File: src/verilog/irq_ctrl_defines.vh
// Constants for the vectored interrupt controller
`ifndef IRQ_CTRL_DEFINES_VH
`define IRQ_CTRL_DEFINES_VH

// Register offsets on the plain register port
`define OFS_SENSE      4'h0
`define OFS_ENABLE_LO  4'h1
`define OFS_ENABLE_HI  4'h2
`define OFS_PEND_LO    4'h3
`define OFS_PEND_HI    4'h4
`define OFS_STATUS     4'h5
`define OFS_VECTOR_LO  4'h6
`define OFS_VECTOR_HI  4'h7

// Reset values
`define SENSE_RESET    8'h00
`define ENABLE_RESET   14'h0000

// Sensitivity codes per external line
`define SENS_FALL_LOW  2'h0
`define SENS_RISE      2'h1
`define SENS_FALL      2'h2
`define SENS_BOTH      2'h3

// Vector addresses
`define VEC_TRAP       16'hFFFC
`define VEC_SRC0       16'hFFFA

// Source numbers with special wake or request roles
`define SRC_AWU        4'h0
`define SRC_EXT0       4'h1
`define SRC_AVD        4'h7
`define SRC_AT_OVF     4'h9
`define SRC_RTC1       4'hB
`define SRC_SPI        4'hC

// Halt exit masks, bit n for source n
`define HALT_WAKE_MASK   14'h101E
`define ACTIVE_WAKE_MASK 14'h0A00
`define AWU_WAKE_MASK    14'h0001

`endif

File: src/verilog/vectored_interrupt_controller.v
// Vectored fixed-priority interrupt controller for an 8-bit core
`timescale 1ns/1ps
`default_nettype none
`include "irq_ctrl_defines.vh"

// Function
// - Maskable service only while global mask clear
// - Masked requests stay pending until unmasked
// - Reset disables peripheral and supply sources (lines stay enabled), mask set
// - Entry only at instruction boundary
// - Entry pushes PC, X, A, condition codes
// - Entry sets global mask bit
// - Load PC from serviced source vector
// - Return restores registers, clears mask, resumes
// - Fixed priority, lower number wins
// - Fourteen sources, descending two-byte vectors
// - Trap ignores mask, top rank, no halt wake
// - Any source wakes core from wait; here only enabled pending or low-level requests do
// - Only listed sources end halt
// - Special sources end only their halt kind
// - External vector only on event, mask clear
// - Edge latch clears on routine entry
// - Low NAND input blocks its source
// - Peripheral request needs enable and clear mask
// - Clearing sequence drops internal latch
// - Supply detect flag requests, clears on entry
// - Two-bit sensitivity code per external line
// - Sensitivity writes only while mask set
module vectored_interrupt_controller #(
  parameter NSRC = 14 // Number of maskable sources
) (
  // Clock, enable, reset
  input  wire        clock,
  input  wire        clk_en,
  input  wire        rst_n,
  // Register port
  input  wire [3:0]  reg_addr,
  input  wire [7:0]  reg_wdata,
  input  wire        reg_wr,
  input  wire        reg_rd,
  output reg  [7:0]  reg_rdata,
  // External lines, already pin-selected
  input  wire        external_line_zero,
  input  wire        external_line_one,
  input  wire        external_line_two,
  input  wire        external_line_three,
  input  wire [3:0]  nand_block_n,
  // Peripheral events and their clearing sequences
  input  wire [NSRC-1:0] periph_flag,
  input  wire [NSRC-1:0] periph_clear,
  input  wire        supply_detect_flag,
  // Core handshake
  input  wire        instr_boundary,
  input  wire        trap_exec,
  input  wire        return_from_interrupt,
  input  wire        save_done,
  input  wire        restore_done,
  input  wire        wait_mode,
  input  wire        halt_mode,
  input  wire        active_halt_mode,
  input  wire        awu_halt_mode,
  // Core control outputs
  output reg         irq_take,
  output reg         push_context,
  output reg         pop_context,
  output reg         load_pc,
  output reg  [15:0] vector_addr,
  output reg         global_mask,
  output reg         wake_core
);

  // State codes of the entry/exit sequencer
  // RUN waits for a boundary, SAVE until the core has stacked the context,
  // LOAD lasts one cycle, RET until the core has unstacked it
  localparam ST_RUN  = 2'h0;
  localparam ST_SAVE = 2'h1;
  localparam ST_LOAD = 2'h2;
  localparam ST_RET  = 2'h3;

  // Reset synchroniser, rst_sync_reg feeds only rst_q_reg
  // Release is synchronous so no flop sees reset end inside its setup window
  reg rst_sync_reg;
  reg rst_q_reg;
  wire rst_int_n = rst_q_reg;

  // Software state
  reg [7:0]      sense_reg;     // Two bits per external line
  reg [NSRC-1:0] enable_reg;    // Per-source enables
  reg            supply_detect_irq_enable;
  // Pending latches
  reg [NSRC-1:0] pend_reg;      // Sticky pending bits
  reg [NSRC-1:0] pend_next;
  reg [3:0]      ext_prev_reg;  // Previous external levels
  // Sequencer
  reg [1:0]      state_reg;
  reg [1:0]      state_next;
  reg [3:0]      src_reg;       // Source under entry
  reg            trap_reg;      // Entry is for the trap

  // Vector of maskable source n, two bytes per step
  // Trap and reset vectors sit above the source 0 vector
  function [15:0] src_vector;
    input [3:0] n;
    begin
      src_vector = `VEC_SRC0 - {11'h000, n, 1'b0};
    end
  endfunction

  // Lowest pending-and-enabled source number
  // Walks downward so the lowest set bit is left last; 16 means none
  function [4:0] pick;
    input [NSRC-1:0] req;
    integer i;
    begin
      pick = 5'h10;
      for (i = NSRC - 1; i >= 0; i = i - 1) begin
        if (req[i]) begin
          pick = i[4:0];
        end
      end
    end
  endfunction

  // Edge and level detection per external line
  // Previous levels reset high, so an idle-high line gives no false edge
  // Line 0 is the low bit of the packed level
  wire [3:0] ext_now = {external_line_three, external_line_two,
                        external_line_one, external_line_zero};
  reg  [3:0] ext_event;
  reg  [3:0] ext_level;
  integer k;
  always @* begin
    ext_event = 4'h0;
    ext_level = 4'h0;
    for (k = 0; k < 4; k = k + 1) begin
      case (sense_reg[2*k +: 2])
        `SENS_FALL_LOW: begin
          ext_event[k] = ext_prev_reg[k] & ~ext_now[k];
          ext_level[k] = ~ext_now[k];
        end
        `SENS_RISE: ext_event[k] = ~ext_prev_reg[k] & ext_now[k];
        `SENS_FALL: ext_event[k] = ext_prev_reg[k] & ~ext_now[k];
        default:    ext_event[k] = ext_prev_reg[k] ^ ext_now[k];
      endcase
      // A low NAND input holds the source off, even for rising edges
      if (!nand_block_n[k]) begin
        ext_event[k] = 1'b0;
        ext_level[k] = 1'b0;
      end
    end
  end

  // Requests from every source before pending latch
  // Line and supply positions ignore the peripheral flag inputs
  reg [NSRC-1:0] raw_event;
  always @* begin
    raw_event = periph_flag;
    raw_event[`SRC_EXT0 +: 4] = ext_event;
    raw_event[`SRC_AVD] = supply_detect_flag;
  end

  // Effective enables: lines always enabled, supply detect own bit
  // Trade-off: lines carry no enable, pin selection gates them upstream
  reg [NSRC-1:0] eff_enable;
  always @* begin
    eff_enable = enable_reg;
    eff_enable[`SRC_EXT0 +: 4] = 4'hF;
    eff_enable[`SRC_AVD] = supply_detect_irq_enable;
  end

  // Low level request is not latched, it stands while the pin is low
  // Level requests sit at the source 1 to 4 positions
  wire [NSRC-1:0] level_req = {{(NSRC-5){1'b0}}, ext_level, 1'b0};
  wire [NSRC-1:0] active    = (pend_reg | level_req) & eff_enable;
  wire [4:0]      winner    = pick(active);
  wire            have_req  = ~winner[4];

  // Entry request at a boundary
  // A boundary is the only point where the core can give up the bus
  wire take_trap = trap_exec & instr_boundary;
  wire take_mask = have_req & ~global_mask & instr_boundary;

  // Pending latch update; set wins over clear
  // Clearing sequence first, then entry clear, then new events on top,
  // so an event in the clearing cycle is never lost
  always @* begin
    pend_next = pend_reg;
    pend_next = pend_next & ~periph_clear;
    // Entering a routine drops the latch of that source
    if (state_reg == ST_SAVE && !trap_reg) begin
      pend_next[src_reg] = 1'b0;
    end
    pend_next = pend_next | raw_event;
  end

  // Sequencer next state
  // Entry beats return when both come at one boundary
  always @* begin
    state_next = state_reg;
    case (state_reg)
      ST_RUN: begin
        if (take_trap || take_mask) begin
          state_next = ST_SAVE;
        end else if (return_from_interrupt) begin
          state_next = ST_RET;
        end
      end
      ST_SAVE: begin
        if (save_done) begin
          state_next = ST_LOAD;
        end
      end
      ST_LOAD: state_next = ST_RUN;
      ST_RET: begin
        if (restore_done) begin
          state_next = ST_RUN;
        end
      end
      default: state_next = ST_RUN;
    endcase
  end

  // Wake decision per low power mode
  // Bit n of each mask stands for source n
  // Limitation: the special halt kinds only qualify halt_mode and
  // wake nothing while halt_mode is low
  wire [NSRC-1:0] halt_ok  = `HALT_WAKE_MASK
                           | (active_halt_mode ? `ACTIVE_WAKE_MASK : 14'h0000)
                           | (awu_halt_mode ? `AWU_WAKE_MASK : 14'h0000);
  wire wake_wait = |active;
  wire wake_halt = |(active & halt_ok);

  // Reset release through two flops
  always @(posedge clock or negedge rst_n) begin
    if (!rst_n) begin
      rst_sync_reg <= 1'b0;
      rst_q_reg    <= 1'b0;
    end else begin
      rst_sync_reg <= 1'b1;
      rst_q_reg    <= rst_sync_reg;
    end
  end

  // Main state, frozen while the clock enable is low
  always @(posedge clock or negedge rst_int_n) begin
    if (!rst_int_n) begin
      sense_reg                <= `SENSE_RESET;
      enable_reg               <= `ENABLE_RESET;
      supply_detect_irq_enable <= 1'b0;
      global_mask              <= 1'b1;
      pend_reg                 <= {NSRC{1'b0}};
      ext_prev_reg             <= 4'hF;
      state_reg                <= ST_RUN;
      src_reg                  <= 4'h0;
      trap_reg                 <= 1'b0;
      irq_take                 <= 1'b0;
      push_context             <= 1'b0;
      pop_context              <= 1'b0;
      load_pc                  <= 1'b0;
      // Vector starts on the trap entry so it never points outside the table
      vector_addr              <= `VEC_TRAP;
      wake_core                <= 1'b0;
      reg_rdata                <= 8'h00;
    end else if (clk_en) begin
      ext_prev_reg <= ext_now;
      pend_reg     <= pend_next;
      state_reg    <= state_next;
      // Pulse outputs fall unless set again below
      irq_take     <= 1'b0;
      load_pc      <= 1'b0;
      // Trap outranks every maskable source
      if (state_reg == ST_RUN && take_trap) begin
        trap_reg <= 1'b1;
        irq_take <= 1'b1;
      end else if (state_reg == ST_RUN && take_mask) begin
        trap_reg <= 1'b0;
        src_reg  <= winner[3:0];
        irq_take <= 1'b1;
      end
      // Context pushed during save, mask set by hardware
      push_context <= (state_next == ST_SAVE);
      if (state_reg == ST_SAVE) begin
        global_mask <= 1'b1;
      end
      // Vector load once the stack holds the context
      if (state_reg == ST_SAVE && save_done) begin
        load_pc     <= 1'b1;
        vector_addr <= trap_reg ? `VEC_TRAP : src_vector(src_reg);
      end
      // Return pops, then clears the mask
      pop_context <= (state_next == ST_RET);
      if (state_reg == ST_RET && restore_done) begin
        global_mask <= 1'b0;
      end
      // Trap never ends halt; wait counts every enabled source
      wake_core <= (wait_mode & wake_wait) | (halt_mode & wake_halt);
      // Register writes
      if (reg_wr) begin
        case (reg_addr)
          `OFS_SENSE: begin
            // Codes are locked while requests can be taken
            if (global_mask) begin
              sense_reg <= reg_wdata;
            end
          end
          `OFS_ENABLE_LO: enable_reg[7:0] <= reg_wdata;
          `OFS_ENABLE_HI: begin
            enable_reg[NSRC-1:8] <= reg_wdata[NSRC-9:0];
            supply_detect_irq_enable <= reg_wdata[7];
          end
          `OFS_STATUS: begin
            // Hardware set on entry outranks a software clear in one cycle
            if (state_reg != ST_SAVE) begin
              global_mask <= reg_wdata[0];
            end
          end
          // Unmapped and read-only offsets ignore writes
          default: ;
        endcase
      end
      // Read data in the following cycle, zero when unmapped
      // Zero between reads keeps the port quiet for an OR-combined read bus
      // Pending reads show latches only; level requests are not visible
      reg_rdata <= 8'h00;
      if (reg_rd) begin
        case (reg_addr)
          `OFS_SENSE:     reg_rdata <= sense_reg;
          `OFS_ENABLE_LO: reg_rdata <= enable_reg[7:0];
          `OFS_ENABLE_HI: reg_rdata <= {supply_detect_irq_enable, 1'b0,
                                        enable_reg[NSRC-1:8]};
          `OFS_PEND_LO:   reg_rdata <= pend_reg[7:0];
          `OFS_PEND_HI:   reg_rdata <= {2'h0, pend_reg[NSRC-1:8]};
          `OFS_STATUS:    reg_rdata <= {3'h0, winner};
          `OFS_VECTOR_LO: reg_rdata <= vector_addr[7:0];
          `OFS_VECTOR_HI: reg_rdata <= vector_addr[15:8];
          default:        reg_rdata <= 8'h00;
        endcase
      end
    end
  end

endmodule
`default_nettype wire
File: config.mk
export PLATFORM = sky130hd
export DESIGN_NAME = vectored_interrupt_controller
export DESIGN_NICKNAME = d
export VERILOG_FILES = /design/src/verilog/vectored_interrupt_controller.v
export VERILOG_INCLUDE_DIRS = /design/src /design/src/verilog
export SDC_FILE = /design/constraint.sdc
export NUM_CORES = 1
export LEC_CHECK = 0
export BUFFER_PORTS_ARGS = -buffer_cell sky130_fd_sc_hd__buf_2
export CORE_AREA = 10 10 111 113
export DETAILED_ROUTE_END_ITERATION = 8
export DIE_AREA = 0 0 121 123
export GPL_ROUTABILITY_DRIVEN = 0
export PLACE_DENSITY = 0.67
export RECOVER_POWER = 50
export REMOVE_ABC_BUFFERS = 1
export SYNTH_ARGS = -nofsm -noshare
export SYNTH_HDL_FRONTEND = slang
export SYNTH_SLANG_ARGS = --single-unit
File: constraint.sdc
create_clock -name clock -period 2.6 [get_ports clock]
set_input_delay 0.26 -clock clock [delete_from_list [all_inputs] [get_ports clock]]
set_output_delay 0.26 -clock clock [all_outputs]
set_load 0.01 [all_outputs]
==> results of run 1 <==
[area by class of cell]
cell class | count | share of cell area [%]
clock buffers | 10 | 2.93
clock inverters | 6 | 2.85
repair buffers | 81 | 8.95
well taps | 136 | 3.62
multi-input cells | 295 | 43.4
flip-flops and latches | 69 | 37.0
inverters | 16 | 1.28
[placed cells by master (no fill, tap or decap), types with 7 or more instances in the layout]
| cell type | netlist | layout |
|---|---|---|
| clkbuf_1 | 14 | 10 |
| nor2_1 | 32 | 32 |
| o21ai_0 | 29 | 29 |
| nand2b_1 | 10 | 10 |
| dfrtp_1 | 60 | 60 |
| o21ai_1 | 9 | 9 |
| conb_1 | 2 | 12 |
| inv_1 | 15 | 15 |
| a21oi_1 | 21 | 21 |
| mux2_2 | 27 | 27 |
| a22o_1 | 15 | 15 |
| buf_2 | 4 | 66 |
| nand3_1 | 7 | 7 |
| clkbuf_8 | 0 | 10 |
| ha_1 | 9 | 9 |
| nand2_1 | 40 | 40 |
[final timing paths]
path                                 from        endpoint  slack (ns)  cells after the start
min in group asynchronous           rst_n    rst_sync_reg        0.21                      2
hold / removal             periph_flag[6]     pend_reg[6]        0.13                      2
setup / recovery             sense_reg[0]      src_reg[1]        0.50                      6
hold reg to reg              rst_sync_reg       rst_int_n        0.35                      0
setup reg to reg             sense_reg[0]      src_reg[1]        0.50                      6
max in group asynchronous       rst_int_n  vector_addr[5]        1.12                      1
[stage by stage]
step / instances / cell area, um2
after floorplan: 380 / 3830
after global placement: 596 / 4430
after detailed placement: 596 / 4430
after CTS: 613 / 4710
after global routing: 613 / 4700
final: 613 / 4700
[timing repair]
action,4_1_cts,5_1_grt
setup endpoints to repair,0,0
endpoints found under the hold margin,2,0
hold buffers,1,0
[power breakdown]
group	switching, mW	internal (mW)
Sequential	0.305	1.34
Clock	0.421	0.760
Combinational	0.516	0.481
[kinds of logic (layout without fill, tap and decap cells)]
family / count (synthesis) / count (layout)
buffers and inverters: 46 / 113
xor gates and xnor gates: 1 / 1
muxes: 38 / 38
AOI/OAI and AO/OA: 114 / 114
adders and majority gates: 9 / 9
DFF: 69 / 69
and+or+nand+nor: 121 / 121
other: 2 / 12
[layer usage]
layer	vias up	track usage, %	wire (um)
li1	1572	-	-
met1	1642	19.2	5040
met2	119	24.3	5250
met3	12	6.29	876
met4	0	4.15	122
met5	-	0	0
==> run metrics, run 1 <==
Max-Slew Margin vs Limit approximately 6.8%; HP Class primary input to flop; Max IR drop VDD slightly below 0.0004 V; Simple-Gate Fraction of Synth Area 16.5%; PwrDens 814 nW/um2; Initial DRC Count between 200 and 250; Synth Area in Compound Gates approximately 19%; Yosys reg bits slightly below 70; FILL cells 966; unique cell type count in the Yosys netlist 55; layout cell share with drive strength beyond 1 27.9%; Crit path required time ~2.9 ns; Setup crit end kind flop; total iterations of the first detailed-routing run 5; Hold WS between 0.1 and 0.15 ns; type of origin of the critical path flop; clock sink count 69; Setup CP Type flop to flop; initial antenna violation count 0; crit path time final ~2.1 ns; CTS max path bufs 2; largest area contributor in the netlist dfrtp_1; Pwr Total 3.82 mW; core area 10100 um2; adder-cell area share of the yosys netlist 2.85%; setup bufs post-CTS 0; WP buf/inv 0; H-tree depth 3; Post-Syn Instances 400; P_leak 2.14 nW; I/O pin total 93; Vias/cell 5.46; Detailed Place HPWL slightly below 9000 um; RSZ-0062 raised after global routing false; Overflow after GRT 0; Die W about 120 um; Crit Path Max Fanout 6; Die Y 123 um; via count approximately 3300; GRT Resource Usage Total 15.4%; CP peak stage delay about 0.46 ns; Max Fclk about 480 MHz; setup ws final a little over 0.5 ns; die area approximately 15000 um2; Worst Path Arrival about 2.3 ns; endpoints failing hold 0; Inserted Diodes 0; largest net degree at the start of global routing 36; status complete, no violations; DRC viols 0; number of port buffers 76; antenna viol nets, final 0; Post-synth EDFFs 0; row count 37; Routed WL approximately 11000 um; final setup vio count 0; Avg Inst Size Synth around 10 um2; largest cells by area after synthesis dfrtp_1 (38%), mux2_2 (7.7%), dfstp_2 (6.0%); top-area cell type share of the netlist area approximately 38%; Post-Synth XOR/XNOR Area 0.221%; Slew Limit Fails 0; register clock-pin slew on the reported worst setup and hold paths around 0.070 ns; ys flop type dfrtp_1; Setup Slack @ Placement ~0.53 ns; multi-input logic area approximately 2000 um2; WL/cell about 18 um; Slew @ Worst Pin 1.40 ns; initial core utilization just under 40%; delay-heaviest family, CP compound AO/OA/AOI/OAI gates; root buffer cell clkbuf_8; multiplexer share of the synthesized area a little under an eighth; vias in the first global route around 3400; clk_skew between 0.009 and 0.01 ns; yosys warns 0; first-pass GRT wire length approximately 18000 um; Mapped Area just under 4000 um2; crit path max-delay cell type a31oi_1; top cells by count, synth dfrtp_1 (60), nand2_1 (40), nor2_1 (32); Final period util 80.6%; CTS tree built; area taken by flip-flops and latches around 1700 um2; Gates resized, CTS repair 0; Setup TNS 0 ns; most numerous cell in the Yosys netlist dfrtp_1; Area Growth Syn to Fin 18.7%; Skew-Pair Late Insertion Delay roughly 0.37 ns; crit-path cells nor2_1 -> a31oi_1 -> nand4_2 -> o21ba_4 -> nand3b_2 -> mux2_1; Final nets 544; CTS Buf Count 9; Final Util 46.3%; Max Cap Violations 0; sequential-to-total area share from yosys stat roughly 44%; asr flop ratio synth between 90% and 100%; largest family of logic cells by synthesized area compound AO/OA/AOI/OAI gates
No activity file was read; power rests on OpenSTA's default activity.
==> inputs of run 2 (changes only) <==
PLACE_DENSITY = 0.7   (was 0.67)
clock period = 1.8 ns   (was 2.6 ns; I/O delays follow)
==> run metrics, run 2 (synthesized netlist as in run 1, its figures left out) <==
status finished with violations; failing checks negative setup slack; Crit path required time between 2 and 2.5 ns; I/O pin total between 90 and 100; met1 usage about a fifth; most frequent cells in the layout buf_2 (75), dfrtp_1 (59), buf_4 (56), nand2_1 (40), nor2_1 (32); Setup crit end kind flop; dpl cells roughly 650; layout cell share with drive strength beyond 1 between 30% and 40%; busiest grt layer met2; Final Util between 50% and 60%; commonest non-fill, non-tap cell in the layout buf_2; clk_skew about 0.019 ns; P_leak 2.44 nW; FILL cells ~950; Final period util 105%; Die W approximately 120 um; crit path max-delay cell type dfrtp_1; cell depth of the worst min-delay path 2; WL/cell 18.3 um; Slew @ Worst Pin 0.940 ns; Levels on crit path 6; delay-heaviest family, CP compound AO/OA/AOI/OAI gates; Skew-Pair Late Insertion Delay 0.36 ns; P_int between 3 and 4 mW; antenna viol nets, final 0; Overflow after GRT 0; Routed WL between 10000 and 15000 um; CTS tree built; r2r startpoint pend_reg[7]; Max Cap Violations 0; register clock-pin slew on the reported worst setup and hold paths 0.07 ns; sequential power share about two fifths; Initial DRC Count 230; first-pass GRT wire length around 19000 um; area taken by flip-flops and latches approximately 1700 um2; Final nets 597; RSZ-0062 raised after global routing true; number of port buffers 76; type of origin of the critical path flop; sw frac between 30 and 40%; via count roughly 3500; Setup CP Type flop to flop; H-tree depth 3; met2 Usage GRT 27.4%; Clock Power Share a little over a quarter; core area between 10000 and 15000 um2; Area Growth Syn to Fin 28.9%; Max Fclk approximately 530 MHz; met3 GRT Util a little over 5%; HP Class primary input to flop; setup ws final -0.0958 ns; initial antenna violation count 1; Comb power frac 34.9%; endpoints failing hold 0; Die Y 123 um; row count 37; DRC viols 0; Setup Slack @ Placement -0.124 ns; vias in the first global route 3742; CTS max path bufs 2; crit-path cells a22o_1 -> nor4b_4 -> nand4_2 -> o21ba_4 -> nand3b_4 -> mux2_1; final setup vio count 7; Crit Path Max Fanout 5; die area approximately 15000 um2; flop-to-flop setup slack -0.1 ns; Critical Path Source pend_reg[7]; Worst Path Arrival 2.14 ns; clock sink count between 60 and 70; largest net degree at the start of global routing 68; CTS Buf Count 9; Max-Slew Margin vs Limit between 30 and 40%; multi-input logic area between 2000 and 2500 um2; crit path time final between 1.5 and 2 ns; Vias/cell roughly 5.3; worst reg2reg path depth 6; P_sw about 1.9 mW; root buffer cell clkbuf_8; RR Endpoint src_reg[0]; Worst Hold End pend_reg[7]; Detailed Place HPWL 9640 um; Slew Limit Fails 0; WP buf/inv 0; CP peak stage delay 0.39 ns; fin cells between 600 and 700; Max IR drop VDD approximately 0.00051 V; total iterations of the first detailed-routing run 7; initial core utilization around two fifths; min-delay src supply_detect_flag; PwrDens 1140 nW/um2; GRT Resource Usage Total roughly 17%
## run 2: per-layer routing
| layer | wire length (um) | vias to the layer above | part of all wire, % |
|---|---|---|---|
| met1 | 5050 | 1698 | 41 |
| met3 | 979 | 21 | 8.0 |
| met5 | 0 | - | 0 |
| li1 | - | 1685 | - |
| met2 | 5920 | 128 | 48 |
| met4 | 262 | 0 | 2.1 |
## run 2: power groups by stage
stage / sequential [mW] / combinational (mW) / clock (mW)
floorplan: 2.32 / 0.927 / 0
CTS: 2.24 / 1.98 / 1.56
finish: 2.25 / 2.03 / 1.53
global route: 2.29 / 2.23 / 1.62
global placement: 2.24 / 1.89 / 0
detailed placement: 2.26 / 1.94 / 0
## run 2: worst max path at each step
stage	end	slack, ns
finish	src_reg[0]	-0.1
global route	src_reg[0]	-0.19
CTS	src_reg[2]	-0.09
detailed placement	src_reg[3]	-0.12
global placement	src_reg[0]	-0.09
floorplan	enable_reg[0]	-0.25
## run 2: final cells by class
| class | instances | share of cell area (%) |
|---|---|---|
| Antenna cell | 1 | 0.0491 |
| Clock buffer | 11 | 2.58 |
| Clock inverter | 5 | 1.96 |
| Inverter | 16 | 1.18 |
| Multi-Input combinational cell | 295 | 40.8 |
| Sequential cell | 69 | 34.1 |
| Tap cell | 136 | 3.34 |
| Timing Repair Buffer | 134 | 16.0 |
## run 2: worst reg2reg max path, stage by stage (launching register included)
cell	delay (ns)
dfrtp_1	0.39
a22o_1	0.27
nor4b_4	0.26
nand4_2	0.16
o21ba_4	0.27
nand3b_4	0.11
mux2_1	0.32
## run 2: repair_timing
| item | 4_1_cts | 5_1_grt |
|---|---|---|
| hold endpoints to repair | 2 | 0 |
| gates cloned | 0 | 0 |
| hold buffers | 1 | 0 |
| gates resized for setup | 4 | 8 |
| pin swaps | 2 | 3 |
| setup buffers | 2 | 1 |
| setup endpoints to repair | 5 | 16 |
## run 2: per-stage QoR
step	TNS, ns	instance area (um2)	hold WS (ns)	total power, mW
6_report	-0.436	5100	0.0525	5.80
5_1_grt	-1.68	5100	0.0550	6.14
4_1_cts	-0.348	5080	0.0471	5.77
3_5_place_dp	-0.537	4810	-0.0324	4.20
3_3_place_gp	-0.416	4810	-0.0351	4.13
2_1_floorplan	-14.58	3830	-0.116	3.25
==> inputs of run 3 (changes only) <==
SKIP_LAST_GASP = 1   (was not set)
==> run metrics, run 3 (synthesized netlist as in run 1, its figures left out) <==
status finished with violations; failing checks negative setup slack; Final Util 50.2%; Die Y between 100 and 150 um; I/O pin total slightly above 90; largest net degree at the start of global routing around 70; Area Growth Syn to Fin 28.7%; first-pass GRT wire length 19400 um; root buffer cell clkbuf_8; antenna viol nets, final 0; Crit path required time about 2.0 ns; HP Class primary input to flop; Detailed Place HPWL 9640 um; clk_skew around 0.018 ns; Final nets 597; Initial DRC Count 229; commonest non-fill, non-tap cell in the layout buf_2; RSZ-0062 raised after global routing true; Max Cap Violations 0; Setup CP Type flop to flop; total iterations of the first detailed-routing run 6; Routed WL 12300 um; Setup TNS -0.443 ns; row count 37; Final period util 105%; most frequent cells in the layout buf_2 (75), dfrtp_1 (59), buf_4 (56), nand2_1 (40), nor2_1 (32); worst reg2reg path depth 6; CTS max path bufs 2; CTS tree built; Max IR drop VDD 0.000513 V; crit path time final 1.90 ns; endpoints failing hold 0; H-tree depth 3; type of origin of the critical path flop; initial core utilization slightly below 40%; P_leak 2.44 nW; FILL cells 950; initial antenna violation count 1; fin cells between 600 and 700; number of port buffers 76; layout cell share with drive strength beyond 1 38.5%; Setup crit end kind flop; dpl cells 647; Critical Path Source pend_reg[7]; Hold WS about 0.052 ns; Worst Hold End pend_reg[7]; Vias/cell ~5.3; min-delay src supply_detect_flag; Pwr Total about 5.8 mW; register clock-pin slew on the reported worst setup and hold paths 0.07 ns; WL/cell ~18 um; DRC viols 0; cell area after layout ~5100 um2; Slew Limit Fails 0; Skew-Pair Late Insertion Delay around 0.36 ns; die area ~15000 um2; final setup vio count 8; PwrDens 1140 nW/um2; Max Fclk approximately 530 MHz; Die W ~120 um; CTS Buf Count 9; via count between 3000 and 4000; cell depth of the worst min-delay path 2; Overflow after GRT 0; r2r startpoint pend_reg[7]; Crit Path Max Fanout 5; clock sink count slightly below 70; Setup Slack @ Placement -0.124 ns; Slew @ Worst Pin between 0.9 and 1 ns; core area about 10000 um2; vias in the first global route ~3700; RR Endpoint src_reg[2]; Worst Path Arrival around 2.1 ns; flop-to-flop setup slack -0.1 ns; setup ws final -0.0985 ns; Placed Area about 4800 um2; GRT Resource Usage Total 16.5%; Max-Slew Margin vs Limit a little under two fifths
run 3: worst max-delay path by stage:
| stage | cells past startpoint | slack, ns | to |
|---|---|---|---|
| after floorplan | 0 | -0.25 | enable_reg[0] |
| after global placement | 8 | -0.09 | src_reg[0] |
| after detailed placement | 8 | -0.12 | src_reg[3] |
| after CTS | 6 | -0.09 | src_reg[2] |
| after global routing | 6 | -0.20 | src_reg[2] |
| final | 6 | -0.1 | src_reg[2] |
run 3: critical path, cell delays in order, from the launching register on:
cell	delay [ns]
dfrtp_1	0.39
a22o_1	0.27
nor4b_4	0.25
nand4_2	0.16
o21ba_4	0.27
nand3b_4	0.10
mux2_1	0.32
run 3: repair_timing:
action	CTS	global route
setup buffers	2	1
hold buffers	1	0
endpoints found under the hold margin	2	0
endpoints found under the setup margin	5	16
pin swaps	2	3
gates resized for setup	3	7
run 3: per-layer routing:
metal | wire (um) | part of all wire, % | vias to the layer above | GRT usage, %
li1 | - | - | 1682 | -
met1 | 5100 | 42 | 1699 | 19.7
met2 | 5910 | 48 | 135 | 27.3
met3 | 973 | 7.9 | 23 | 5.10
met4 | 268 | 2.2 | 0 | 6.56
met5 | 0 | 0 | - | 0
run 3: cell type report:
class | instances | area, um2 | area share [%]
inverters | 16 | 60.1 | 1.18
repair buffers | 134 | 817 | 16.0
well taps | 136 | 170 | 3.34
flip-flops and latches | 69 | 1740 | 34.2
multi-input cells | 295 | 2070 | 40.7
diodes | 1 | 2.50 | 0.0492
clock buffers | 11 | 131 | 2.58
clock inverters | 5 | 100 | 1.97
run 3: report_power, final:
| group | leakage (nW) | internal, mW | switching (mW) |
|---|---|---|---|
| clock | 0.117 | 0.917 | 0.612 |
| combinational | 1.46 | 1.01 | 0.995 |
| sequential | 0.856 | 1.94 | 0.309 |
